--- src/dvc_dma_defs.vh ---
// Register map, field positions and reset values of the copy and pattern channel
`ifndef DVC_DMA_DEFS_VH
`define DVC_DMA_DEFS_VH

`define DVC_ADDR_W        5
`define DVC_OFS_CTRL      5'h00
`define DVC_OFS_STATUS    5'h04
`define DVC_OFS_SRC       5'h08
`define DVC_OFS_DST       5'h0c
`define DVC_OFS_COUNT     5'h10
`define DVC_OFS_PATTERN   5'h14
`define DVC_OFS_BLKSIZE   5'h18
`define DVC_OFS_REMAIN    5'h1c

`define DVC_CTRL_GO       0
`define DVC_CTRL_PATMODE  1
`define DVC_CTRL_DSTPCI   2
`define DVC_CTRL_PAT32    3
`define DVC_CTRL_PATINC   4

`define DVC_STAT_BUSY     0
`define DVC_STAT_DONE     1
`define DVC_STAT_DRAIN    2

`define DVC_RST_CTRL      5'h00
`define DVC_RST_WORD      32'h0000_0000
`define DVC_RST_BLKSIZE   32'h0000_0020
`define DVC_RST_REM       33'h0_0000_0000

`define DVC_WAIT_CYCLES   1

`endif

--- src/dvc_dma.v ---
// Copy and pattern fill channel with its staging FIFO and bus slave
`include "dvc_dma_defs.vh"

module dvc_fifo #(
	parameter WIDTH = 32,
	parameter DEPTH = 16,
	parameter AW    = 4
) (
	input  wire             core_clk,
	input  wire             rstn,
	input  wire             inValid,
	output reg              inReady,
	input  wire [WIDTH-1:0] inData,
	output wire             outValid,
	input  wire             outReady,
	output wire [WIDTH-1:0] outData,
	output reg  [AW:0]      level
);
	reg  [WIDTH-1:0] mem [0:DEPTH-1];
	reg  [AW-1:0]    wrPtr;
	reg  [AW-1:0]    rdPtr;
	wire             push;
	wire             pop;
	wire [AW:0]      next_level;

	assign push       = inValid & inReady;
	assign pop        = outValid & outReady;
	assign outValid   = (level != {(AW+1){1'b0}});
	assign outData    = mem[rdPtr];
	assign next_level = level + {{AW{1'b0}}, push} - {{AW{1'b0}}, pop};

	// Ready is registered so the source never sees a combinational path
	always @(posedge core_clk or negedge rstn) begin
		if (!rstn) begin
			wrPtr   <= {AW{1'b0}};
			rdPtr   <= {AW{1'b0}};
			level   <= {(AW+1){1'b0}};
			inReady <= 1'b0;
		end else begin
			if (push)
				wrPtr <= wrPtr + 1'b1;
			if (pop)
				rdPtr <= rdPtr + 1'b1;
			level   <= next_level;
			inReady <= (next_level < DEPTH[AW:0]);
		end
	end

	always @(posedge core_clk) begin
		if (push)
			mem[wrPtr] <= inData;
	end
endmodule

// Function
// RULE1: Byte count from one byte to 4 GB, zero meaning 4 GB, moved exactly.
// RULE2: Software programs all settings first; go bit alone starts the channel.
// RULE3: Copy starts by raising a read request toward the linkage arbiter.
// RULE4: Granted read passes command, address, size to one of two read queues.
// RULE5: Queued read is a VMEbus read aimed at the programmed source slave.
// RULE6: Read data returns per block: whole read or programmed fetch block size. The code also caps each read at the room left in staging.
// RULE7: Returned read data lands in the staging FIFO between source and destination.
// RULE8: Staged data for the destination raises a write request to the arbiter.
// RULE9: Granted write passes command, address and data into write queues.
// RULE10: VME copy fills staging to a threshold, then drains; never both together.
// RULE11: Pattern fill goes to VME or PCI/X, any size, any start address.
// RULE12: The software start value is the first pattern written.
// RULE13: Option selects a static pattern or an incrementing one.
// RULE14: Option selects an 8-bit or a 32-bit pattern unit.
// RULE15: 32-bit patterns to PCI/X space are never byte swapped.
// RULE16: With 32-bit units a ragged count writes only part of the last one.
// RULE17: Trimmed bytes go from the top for PCI/X, the bottom for VME.
// RULE18: Incrementing adds one per pattern unit, wrapping inside the unit width.
// RULE19: Requests stop once the whole byte count has reached the destination.
module dvc_dma #(
	parameter FIFO_DEPTH  = 16,
	parameter FIFO_AW     = 4,
	parameter FILL_THRESH = 8
) (
	input  wire                   core_clk,
	input  wire                   rstn,
	input  wire [`DVC_ADDR_W-1:0] avAddress,
	input  wire                   avRead,
	input  wire                   avWrite,
	input  wire [3:0]             avByteenable,
	input  wire [31:0]            avWritedata,
	output reg  [31:0]            avReaddata,
	output reg                    avWaitrequest,
	output reg                    lnkRdReq,
	input  wire                   lnkRdGnt,
	output reg  [31:0]            lnkRdAddr,
	output reg  [31:0]            lnkRdSize,
	output reg                    lnkRdQueue,
	input  wire                   lnkRetValid,
	output wire                   lnkRetReady,
	input  wire [31:0]            lnkRetData,
	output reg                    lnkWrReq,
	input  wire                   lnkWrGnt,
	output reg  [31:0]            lnkWrAddr,
	output reg  [31:0]            lnkWrData,
	output reg  [2:0]             lnkWrSize,
	output reg                    lnkWrPci,
	output reg                    chanBusy
);
	reg  [4:0]         ctrl;
	reg                done;
	reg  [31:0]        srcAddr;
	reg  [31:0]        dstAddr;
	reg  [31:0]        byteCount;
	reg  [31:0]        patStart;
	reg  [31:0]        blkSize;
	reg  [32:0]        rdRem;
	reg  [32:0]        genRem;
	reg  [32:0]        wrRem;
	reg  [FIFO_AW:0]   rdOutW;
	reg  [31:0]        rdPtrAddr;
	reg  [31:0]        patCur;
	reg                drain;
	wire               patMode;
	wire               pat32;
	wire               dstPci;
	wire               busWr;
	wire               goPat;
	wire               goPci;
	wire               goHit;
	wire [3:0]         be;
	wire [31:0]        wmask;
	wire [FIFO_AW:0]   level;
	wire               fifoInReady;
	wire               fifoOutValid;
	wire [31:0]        fifoOutData;
	wire               genPush;
	wire               retPush;
	wire               fifoPop;
	wire [32:0]        rdRemW;
	wire [32:0]        blkW;
	wire [32:0]        freeW;
	wire [32:0]        reqW;
	wire [32:0]        reqB;
	wire [2:0]         wrUnit;
	wire [2:0]         genUnit;
	wire [31:0]        wrDataFmt;
	reg  [31:0]        next_readdata;

	assign patMode = ctrl[`DVC_CTRL_PATMODE];
	assign pat32   = ctrl[`DVC_CTRL_PAT32];
	assign dstPci  = ctrl[`DVC_CTRL_DSTPCI];
	// Writes take effect only on the edge that ends the low waitrequest cycle; read data is captured one edge earlier
	assign busWr   = avWrite & ~avWaitrequest;
	// Mode comes from the go write itself; ctrl only updates on that same edge
	assign goPat   = avWritedata[`DVC_CTRL_PATMODE];
	assign goPci   = avWritedata[`DVC_CTRL_DSTPCI];
	assign be      = avByteenable;
	assign wmask   = {{8{be[3]}}, {8{be[2]}}, {8{be[1]}}, {8{be[0]}}};
	assign goHit   = busWr & (avAddress == `DVC_OFS_CTRL) & be[0]
		& avWritedata[`DVC_CTRL_GO] & ~chanBusy; // [RULE2]

	// Bus slave: one wait cycle, then the answer
	always @(posedge core_clk or negedge rstn) begin
		if (!rstn)
			avWaitrequest <= 1'b1;
		else if ((avRead | avWrite) & avWaitrequest)
			avWaitrequest <= 1'b0;
		else
			avWaitrequest <= 1'b1;
	end

	always @* begin
		next_readdata = 32'h0000_0000;
		case (avAddress)
			`DVC_OFS_CTRL:    next_readdata = {27'h0, ctrl[4:1], 1'b0};
			`DVC_OFS_STATUS:  next_readdata = {29'h0, drain, done, chanBusy};
			`DVC_OFS_SRC:     next_readdata = srcAddr;
			`DVC_OFS_DST:     next_readdata = dstAddr;
			`DVC_OFS_COUNT:   next_readdata = byteCount;
			`DVC_OFS_PATTERN: next_readdata = patStart;
			`DVC_OFS_BLKSIZE: next_readdata = blkSize;
			`DVC_OFS_REMAIN:  next_readdata = wrRem[31:0];
			default:          next_readdata = 32'h0000_0000;
		endcase
	end

	always @(posedge core_clk or negedge rstn) begin
		if (!rstn)
			avReaddata <= `DVC_RST_WORD;
		else if (avRead & avWaitrequest)
			avReaddata <= next_readdata;
	end

	// Settings are frozen while the channel runs
	always @(posedge core_clk or negedge rstn) begin
		if (!rstn) begin
			ctrl      <= `DVC_RST_CTRL;
			srcAddr   <= `DVC_RST_WORD;
			dstAddr   <= `DVC_RST_WORD;
			byteCount <= `DVC_RST_WORD;
			patStart  <= `DVC_RST_WORD;
			blkSize   <= `DVC_RST_BLKSIZE;
		end else if (busWr & ~chanBusy) begin // [RULE2]
			case (avAddress)
				`DVC_OFS_CTRL:    if (be[0]) ctrl <= {avWritedata[4:1], 1'b0};
				`DVC_OFS_SRC:     srcAddr   <= (srcAddr & ~wmask) | (avWritedata & wmask);
				`DVC_OFS_DST:     dstAddr   <= (dstAddr & ~wmask) | (avWritedata & wmask);
				`DVC_OFS_COUNT:   byteCount <= (byteCount & ~wmask) | (avWritedata & wmask);
				`DVC_OFS_PATTERN: patStart  <= (patStart & ~wmask) | (avWritedata & wmask);
				`DVC_OFS_BLKSIZE: blkSize   <= (blkSize & ~wmask) | (avWritedata & wmask);
				default:          ctrl      <= ctrl;
			endcase
		end
	end

	// Read sizing: whole rest, one fetch block, or the room left in staging
	assign rdRemW = (rdRem + 33'd3) >> 2;
	assign blkW   = (blkSize[31:2] == 30'h0) ? 33'd1 : {3'b000, blkSize[31:2]};
	assign freeW  = {{(33-FIFO_AW-1){1'b0}}, FIFO_DEPTH[FIFO_AW:0] - level - rdOutW};
	assign reqW   = (rdRemW < blkW) ? ((rdRemW < freeW) ? rdRemW : freeW)
		: ((blkW < freeW) ? blkW : freeW); // [RULE6]
	assign reqB   = ((reqW << 2) < rdRem) ? (reqW << 2) : rdRem;

	always @(posedge core_clk or negedge rstn) begin
		if (!rstn) begin
			lnkRdReq   <= 1'b0;
			lnkRdAddr  <= `DVC_RST_WORD;
			lnkRdSize  <= `DVC_RST_WORD;
			lnkRdQueue <= 1'b0;
			rdRem      <= `DVC_RST_REM;
			rdPtrAddr  <= `DVC_RST_WORD;
			rdOutW     <= {(FIFO_AW+1){1'b0}};
		end else begin
			if (goHit) begin
				rdRem     <= goPat ? 33'h0 : {(byteCount == 32'h0), byteCount}; // [RULE1]
				rdPtrAddr <= srcAddr; // [RULE5]
			end else if (lnkRdReq & lnkRdGnt) begin
				lnkRdReq   <= 1'b0;
				lnkRdQueue <= ~lnkRdQueue; // [RULE4]
				rdRem      <= rdRem - {1'b0, lnkRdSize};
				rdPtrAddr  <= rdPtrAddr + lnkRdSize;
			end else if (chanBusy & ~patMode & ~drain & ~lnkRdReq & ~lnkWrReq
				& (level < FILL_THRESH[FIFO_AW:0])
				& (rdRem != 33'h0) & (reqW != 33'h0)) begin
				// Met threshold or waiting write holds reads off
				lnkRdReq  <= 1'b1; // [RULE3]
				lnkRdAddr <= rdPtrAddr; // [RULE5]
				lnkRdSize <= reqB[31:0];
			end
			// Outstanding words reserve staging room until they return
			rdOutW <= rdOutW
				+ ((lnkRdReq & lnkRdGnt) ? (lnkRdSize[FIFO_AW+2:2]
					+ {{FIFO_AW{1'b0}}, (lnkRdSize[1:0] != 2'b00)}) : {(FIFO_AW+1){1'b0}})
				- {{FIFO_AW{1'b0}}, retPush};
		end
	end

	// Fill, then drain; reads stop for the whole drain phase
	always @(posedge core_clk or negedge rstn) begin
		if (!rstn)
			drain <= 1'b0;
		else if (!chanBusy | patMode)
			drain <= 1'b0;
		else if (drain)
			drain <= ~((level == {{FIFO_AW{1'b0}}, 1'b1}) & fifoPop); // [RULE10]
		else
			drain <= (rdOutW == {(FIFO_AW+1){1'b0}}) & ~lnkRdReq
				& ((level >= FILL_THRESH[FIFO_AW:0])
				| ((rdRem == 33'h0) & (level != {(FIFO_AW+1){1'b0}}))); // [RULE10]
	end

	// Pattern generator feeds staging concurrently with the writer
	assign genUnit = pat32 ? ((genRem < 33'd4) ? genRem[2:0] : 3'd4) : 3'd1; // [RULE14]
	assign genPush = chanBusy & patMode & (genRem != 33'h0) & fifoInReady;

	always @(posedge core_clk or negedge rstn) begin
		if (!rstn) begin
			genRem <= `DVC_RST_REM;
			patCur <= `DVC_RST_WORD;
		end else if (goHit) begin
			genRem <= goPat ? {(byteCount == 32'h0), byteCount} : 33'h0; // [RULE11]
			patCur <= patStart; // [RULE12]
		end else if (genPush) begin
			genRem <= genRem - {30'h0, genUnit};
			if (ctrl[`DVC_CTRL_PATINC]) begin // [RULE13]
				if (pat32)
					patCur <= patCur + 32'h0000_0001; // [RULE18]
				else
					patCur <= {patCur[31:8], patCur[7:0] + 8'h01}; // [RULE18]
			end
		end
	end

	assign retPush     = lnkRetValid & fifoInReady & ~patMode;
	assign lnkRetReady = fifoInReady;

	dvc_fifo #(
		.WIDTH (32),
		.DEPTH (FIFO_DEPTH),
		.AW    (FIFO_AW)
	) uStage (
		.core_clk (core_clk),
		.rstn     (rstn),
		.inValid  (patMode ? genPush : lnkRetValid), // [RULE7]
		.inReady  (fifoInReady),
		.inData   (patMode ? patCur : lnkRetData),
		.outValid (fifoOutValid),
		.outReady (fifoPop),
		.outData  (fifoOutData),
		.level    (level)
	);

	// Write sizing and trimming of the final unit
	assign wrUnit = (patMode & ~pat32) ? 3'd1
		: ((wrRem < 33'd4) ? wrRem[2:0] : 3'd4); // [RULE16]
	// Bytes stay in memory order; no swap toward PCI/X
	assign wrDataFmt = (patMode & ~pat32) ? {4{fifoOutData[7:0]}}
		: (patMode & ~dstPci & (wrUnit != 3'd4))
			? (fifoOutData >> {(3'd4 - wrUnit), 3'b000}) // [RULE17]
			: fifoOutData; // [RULE15]
	assign fifoPop = fifoOutValid & ~lnkWrReq & (wrRem != 33'h0)
		& (patMode | drain); // [RULE8] [RULE10]

	always @(posedge core_clk or negedge rstn) begin
		if (!rstn) begin
			lnkWrReq  <= 1'b0;
			lnkWrAddr <= `DVC_RST_WORD;
			lnkWrData <= `DVC_RST_WORD;
			lnkWrSize <= 3'd0;
			lnkWrPci  <= 1'b0;
			wrRem     <= `DVC_RST_REM;
			chanBusy  <= 1'b0;
			done      <= 1'b0;
		end else begin
			if (goHit) begin
				wrRem     <= {(byteCount == 32'h0), byteCount}; // [RULE1]
				lnkWrAddr <= dstAddr; // [RULE11]
				lnkWrPci  <= goPci; // [RULE11]
				chanBusy  <= 1'b1;
				done      <= 1'b0;
			end else if (lnkWrReq & lnkWrGnt) begin
				lnkWrReq  <= 1'b0; // [RULE9]
				lnkWrAddr <= lnkWrAddr + {29'h0, lnkWrSize};
				wrRem     <= wrRem - {30'h0, lnkWrSize};
				if (wrRem == {30'h0, lnkWrSize}) begin
					chanBusy <= 1'b0; // [RULE19]
					done     <= 1'b1;
				end
			end else if (fifoPop) begin
				lnkWrReq  <= 1'b1; // [RULE8]
				lnkWrData <= wrDataFmt; // [RULE9]
				lnkWrSize <= wrUnit; // [RULE16]
			end
		end
	end
endmodule

--- config.mk ---
export PLATFORM = sky130hd
export DESIGN_NAME = dvc_dma
export DESIGN_NICKNAME = d
export VERILOG_FILES = /design/src/dvc_dma.v
export VERILOG_INCLUDE_DIRS = /design/src
export SDC_FILE = /design/constraint.sdc
export NUM_CORES = 2
export LEC_CHECK = 0
export ABC_AREA = 1
export BUFFER_PORTS_ARGS = -buffer_cell sky130_fd_sc_hd__buf_2
export CORE_MARGIN = 2
export CORE_UTILIZATION = 50
export CTS_BUF_LIST = sky130_fd_sc_hd__clkbuf_16
export DETAILED_ROUTE_END_ITERATION = 6
export PLACE_DENSITY = 0.67
export RECOVER_POWER = 50
export SLEW_MARGIN = 0
export SYNTH_ARGS = -nofsm -noshare
export SYNTH_HDL_FRONTEND = slang
export SYNTH_SLANG_ARGS = --single-unit
--- constraint.sdc ---
create_clock -name core_clk -period 6.25 [get_ports core_clk]
set_clock_uncertainty 0.1 [all_clocks]
set_input_delay 0.3125 -clock core_clk [delete_from_list [all_inputs] [get_ports core_clk]]
set_output_delay 0.3125 -clock core_clk [all_outputs]
set_load 0.05 [all_outputs]
==> out/qor.txt <==
Run status -> finished with violations
Failing checks -> max-capacitance violations, max-slew violations
Number of DRC markers in iteration 0 -> 5943
Area growth from synthesis to final layout -> 13.0%
Number of I/O pins -> 250
Clock-pin transition on the worst setup and hold timing paths -> 0.07 ns
Data arrival time of the critical path -> 5.65 ns
Proportion of synthesized chip area in sequential cells -> 53.5%
Power per standard cell area -> 464 nW/um2
Number of clock sinks -> 1029
Proportion of total power due to net switching -> 43.1%
Crit end category -> register
Number of buffers between clock root and the deepest sink -> 3
Average vias per placed instance -> 5.99
Vias -> 45900
Post-DP HPWL -> 130000 um
Max-slew violation count -> 135
First-pass GRT wire length -> 278000 um
# rows -> 119
Area contributors post-synth -> sky130_fd_sc_hd__edfxtp_1 29%, sky130_fd_sc_hd__dfrtp_1 24%, sky130_fd_sc_hd__nand2_1 10%, sky130_fd_sc_hd__o21ai_0 5.4%, sky130_fd_sc_hd__inv_1 4.1%
Wirelength, routed -> 190000 um
Synthesis Warnings -> 0
Grt ovf -> 0
Top-count cell post-synth -> sky130_fd_sc_hd__nand2_1
Worst EP required -> 6.80 ns
Die span in x -> 329 um
RSZ-0062 raised after global routing -> false
Relative contribution of combinational cells to total power -> 41.1%
Post-route minimum period -> 5.11 ns
Die Height -> 329 um
Number of iterations in the first detailed-routing pass -> 6
Post-synthesis instance area -> 52900 um2
Startpoint class of the critical path -> register
Switching power total -> 12000 uW
Final setup viols -> 0
EDFF count, synth -> 512
Post-Synthesis Mean Instance Area -> 8.95 um2
Clock network fraction of total power -> 25.1%
Worst relative slew slack -> -206%
Worst Hold Class -> input port to register
Count of cells resized by post-cts repair -> 0
Share of power burned in registers -> 33.8%
Total power consumption of the routed design -> 27700 uW
Post-synthesis cell count -> 5911
Area enclosed by the die boundary -> 108000 um2
Initial antenna violation count -> 9
CTS Root Buffer Type -> sky130_fd_sc_hd__clkbuf_16
GPL Wtd Cong -> 1.03
Clock latency reported for the late side of the worst-skew pair -> 0.74 ns
Crit path kind -> register to register
Filler Cells Inserted -> 9468
Clock tree from TritonCTS -> yes
Placeable core region -> 105000 um2
Pin count of the biggest net entering global routing -> 182
Worst-path fanout max -> 19
Post-synthesis async set-or-reset flop share -> 50.2%
Antenna-violating nets left -> 0
Drc violations -> 0
Max-cap violations -> 2
Share of cells above drive strength 1 -> 6.22%
Final Hold Fails -> 0
H-tree depth reported by CTS -> 3
Share of Yosys cell area claimed by the top area cell type -> 29.1%
Slew @ Worst Pin -> 4.59 ns
TritonCTS buffer count -> 109
Count of nets after finishing -> 6432
Vias in the first global route -> 43100
Internal power -> 15800 uW
Library cell with the largest summed area after synthesis -> sky130_fd_sc_hd__edfxtp_1
Peak ir drop on the vdd network -> 0.000418 V
Most numerous cell types in the synthesized netlist -> 1410 x sky130_fd_sc_hd__nand2_1, 573 x sky130_fd_sc_hd__o21ai_0, 572 x sky130_fd_sc_hd__inv_1
Internal reg-to-reg setup slack -> 1.14 ns
Upper clock frequency limit -> 196 MHz
WL per Instance -> 24.8 um
Post-route cell area -> 59800 um2
Most used flip-flop cell after synthesis -> sky130_fd_sc_hd__dfrtp_1
Cell leakage power -> 0.0254 uW
Port Buffer Count -> 249
Summed negative setup slack over all endpoints -> 0 ns
Placed instance area -> 55900 um2
Number of distinct library cells after synthesis -> 73
Total Routing Usage GR -> 34.5%
Initial Util -> 50.3%
Register bit count reported by yosys -> 1029
Period utilisation layout -> 81.7%
cell usage in the layout, fill, tap and decap left out, types with 9 or more instances in the layout:
master / Yosys / routed
sky130_fd_sc_hd__clkinv_2: 0 / 13
sky130_fd_sc_hd__a22oi_1: 28 / 28
sky130_fd_sc_hd__dfrtp_1: 515 / 513
sky130_fd_sc_hd__nand2_1: 1410 / 1408
sky130_fd_sc_hd__a221oi_1: 57 / 57
sky130_fd_sc_hd__nor3_1: 81 / 78
sky130_fd_sc_hd__xor2_1: 96 / 96
sky130_fd_sc_hd__o21ai_0: 573 / 569
sky130_fd_sc_hd__clkbuf_1: 208 / 196
sky130_fd_sc_hd__o31ai_1: 10 / 10
sky130_fd_sc_hd__ha_1: 169 / 169
sky130_fd_sc_hd__nor2_2: 8 / 12
sky130_fd_sc_hd__a21oi_1: 287 / 286
sky130_fd_sc_hd__xnor2_1: 35 / 35
sky130_fd_sc_hd__nand4_1: 71 / 71
sky130_fd_sc_hd__buf_2: 6 / 78
sky130_fd_sc_hd__clkinv_1: 10 / 31
sky130_fd_sc_hd__inv_2: 9 / 11
sky130_fd_sc_hd__nand3_1: 289 / 289
sky130_fd_sc_hd__edfxtp_1: 512 / 512
sky130_fd_sc_hd__bufinv_16: 0 / 21
sky130_fd_sc_hd__a2bb2oi_1: 31 / 31
sky130_fd_sc_hd__a31oi_1: 41 / 41
sky130_fd_sc_hd__or2_2: 9 / 9
sky130_fd_sc_hd__conb_1: 1 / 26
sky130_fd_sc_hd__buf_4: 1 / 62
sky130_fd_sc_hd__o211ai_1: 52 / 52
sky130_fd_sc_hd__clkbuf_16: 0 / 109
sky130_fd_sc_hd__dlygate4sd3_1: 0 / 41
sky130_fd_sc_hd__o22ai_1: 100 / 100
sky130_fd_sc_hd__inv_1: 572 / 597
sky130_fd_sc_hd__nor4_1: 39 / 39
sky130_fd_sc_hd__nor2_4: 7 / 23
sky130_fd_sc_hd__o221ai_1: 84 / 84
sky130_fd_sc_hd__nor2_1: 464 / 444
critical path: stages (launching register included):
cell	delay, ns
sky130_fd_sc_hd__dfrtp_1	0.45
sky130_fd_sc_hd__nor2_1	0.11
sky130_fd_sc_hd__inv_1	0.04
sky130_fd_sc_hd__nor2_1	0.21
sky130_fd_sc_hd__nand3_1	0.17
sky130_fd_sc_hd__nor4_1	0.62
sky130_fd_sc_hd__buf_4	0.27
sky130_fd_sc_hd__nand2_1	0.08
sky130_fd_sc_hd__nand2_1	0.08
sky130_fd_sc_hd__buf_4	0.22
sky130_fd_sc_hd__clkinv_1	0.11
sky130_fd_sc_hd__ha_1	0.20
sky130_fd_sc_hd__ha_1	0.19
sky130_fd_sc_hd__nor3_2	0.14
sky130_fd_sc_hd__buf_4	0.29
sky130_fd_sc_hd__inv_1	0.06
sky130_fd_sc_hd__nor2_1	0.52
sky130_fd_sc_hd__nand3_1	0.14
sky130_fd_sc_hd__a21oi_1	0.68
sky130_fd_sc_hd__nand2_1	0.11
sky130_fd_sc_hd__a2bb2oi_1	0.19
per-layer routing:
layer  vias to the layer above  GRT usage, %  routed length (um)
met5                         -             0                  80
met3                       522          5.47               16200
met1                     22200          45.3               74400
li1                      20900             -                   -
met2                      2320          54.0               85100
met4                        12          21.2               14100
stage by stage:
step	worst slack, ns	std cells	hold slack, ns	utilization, %
2_1_floorplan	1.90	5936	-0.0831	-
3_3_place_gp	1.44	7414	0.246	53.1
3_5_place_dp	1.33	7414	0.252	53.1
4_1_cts	1.26	7662	0.00612	57.2
5_1_grt	0.607	7664	0.0793	56.9
6_report	1.14	7665	0.0630	56.9
cell families (layout without fill, tap and decap cells):
kind of cell             count (synthesis)  count (layout)  synth area share (%)
AO/OA/AOI/OAI                         1319            1319                  14.8
adder cells (fa/ha/maj)                177             177                  4.30
other                                    1              29               0.00709
XOR/XNOR                               133             133                  2.23
AND/OR/NAND/NOR                       2404            2404                  18.9
flip-flops                            1029            1029                  53.5
buffers and inverters                  847            1182                  6.22
multiplexers                             1               1                0.0189
area by class of cell:
type                            count  area (um2)  share of cell area (%)
Sequential cell                  1029       28300                    47.4
Multi-Input combinational cell   4060       21600                    36.0
Clock buffer                      109        2730                    4.56
Inverter                          591        2220                    3.72
Timing Repair Buffer              384        2110                    3.53
Tap cell                         1391        1740                    2.91
Clock inverter                     98        1110                    1.86
Antenna cell                        3        7.51                  0.0126
what timing repair did:
item / 4_1_cts / 5_1_grt
buffers inserted: 0 / 0
endpoints found under the hold margin: 325 / 0
hold buffers: 41 / 0
power by group through the flow:
stage          clock (uW)  combinational (uW)  sequential, uW
2_1_floorplan           0                7310            9780
3_3_place_gp            0               11100            9430
3_5_place_dp            0               11200            9450
4_1_cts              6990               11300            9330
5_1_grt              7270               12600            9470
6_report             6960               11400            9380
worst paths after layout:
kind                                    start             to  cells past startpoint
worst min register to register  lnkRdAddr[24]  lnkRdAddr[24]                      2
worst min-delay path                 lnkRdGnt      rdOutW[4]                      6
worst max register to register      wrRem[23]  lnkWrData[28]                     20
worst max-delay path                wrRem[23]  lnkWrData[28]                     20
min in group asynchronous                rstn  lnkRdAddr[26]                      2
max in group asynchronous                rstn   lnkRdSize[0]                      3
Note: power is estimated with default switching activity, not from simulation.
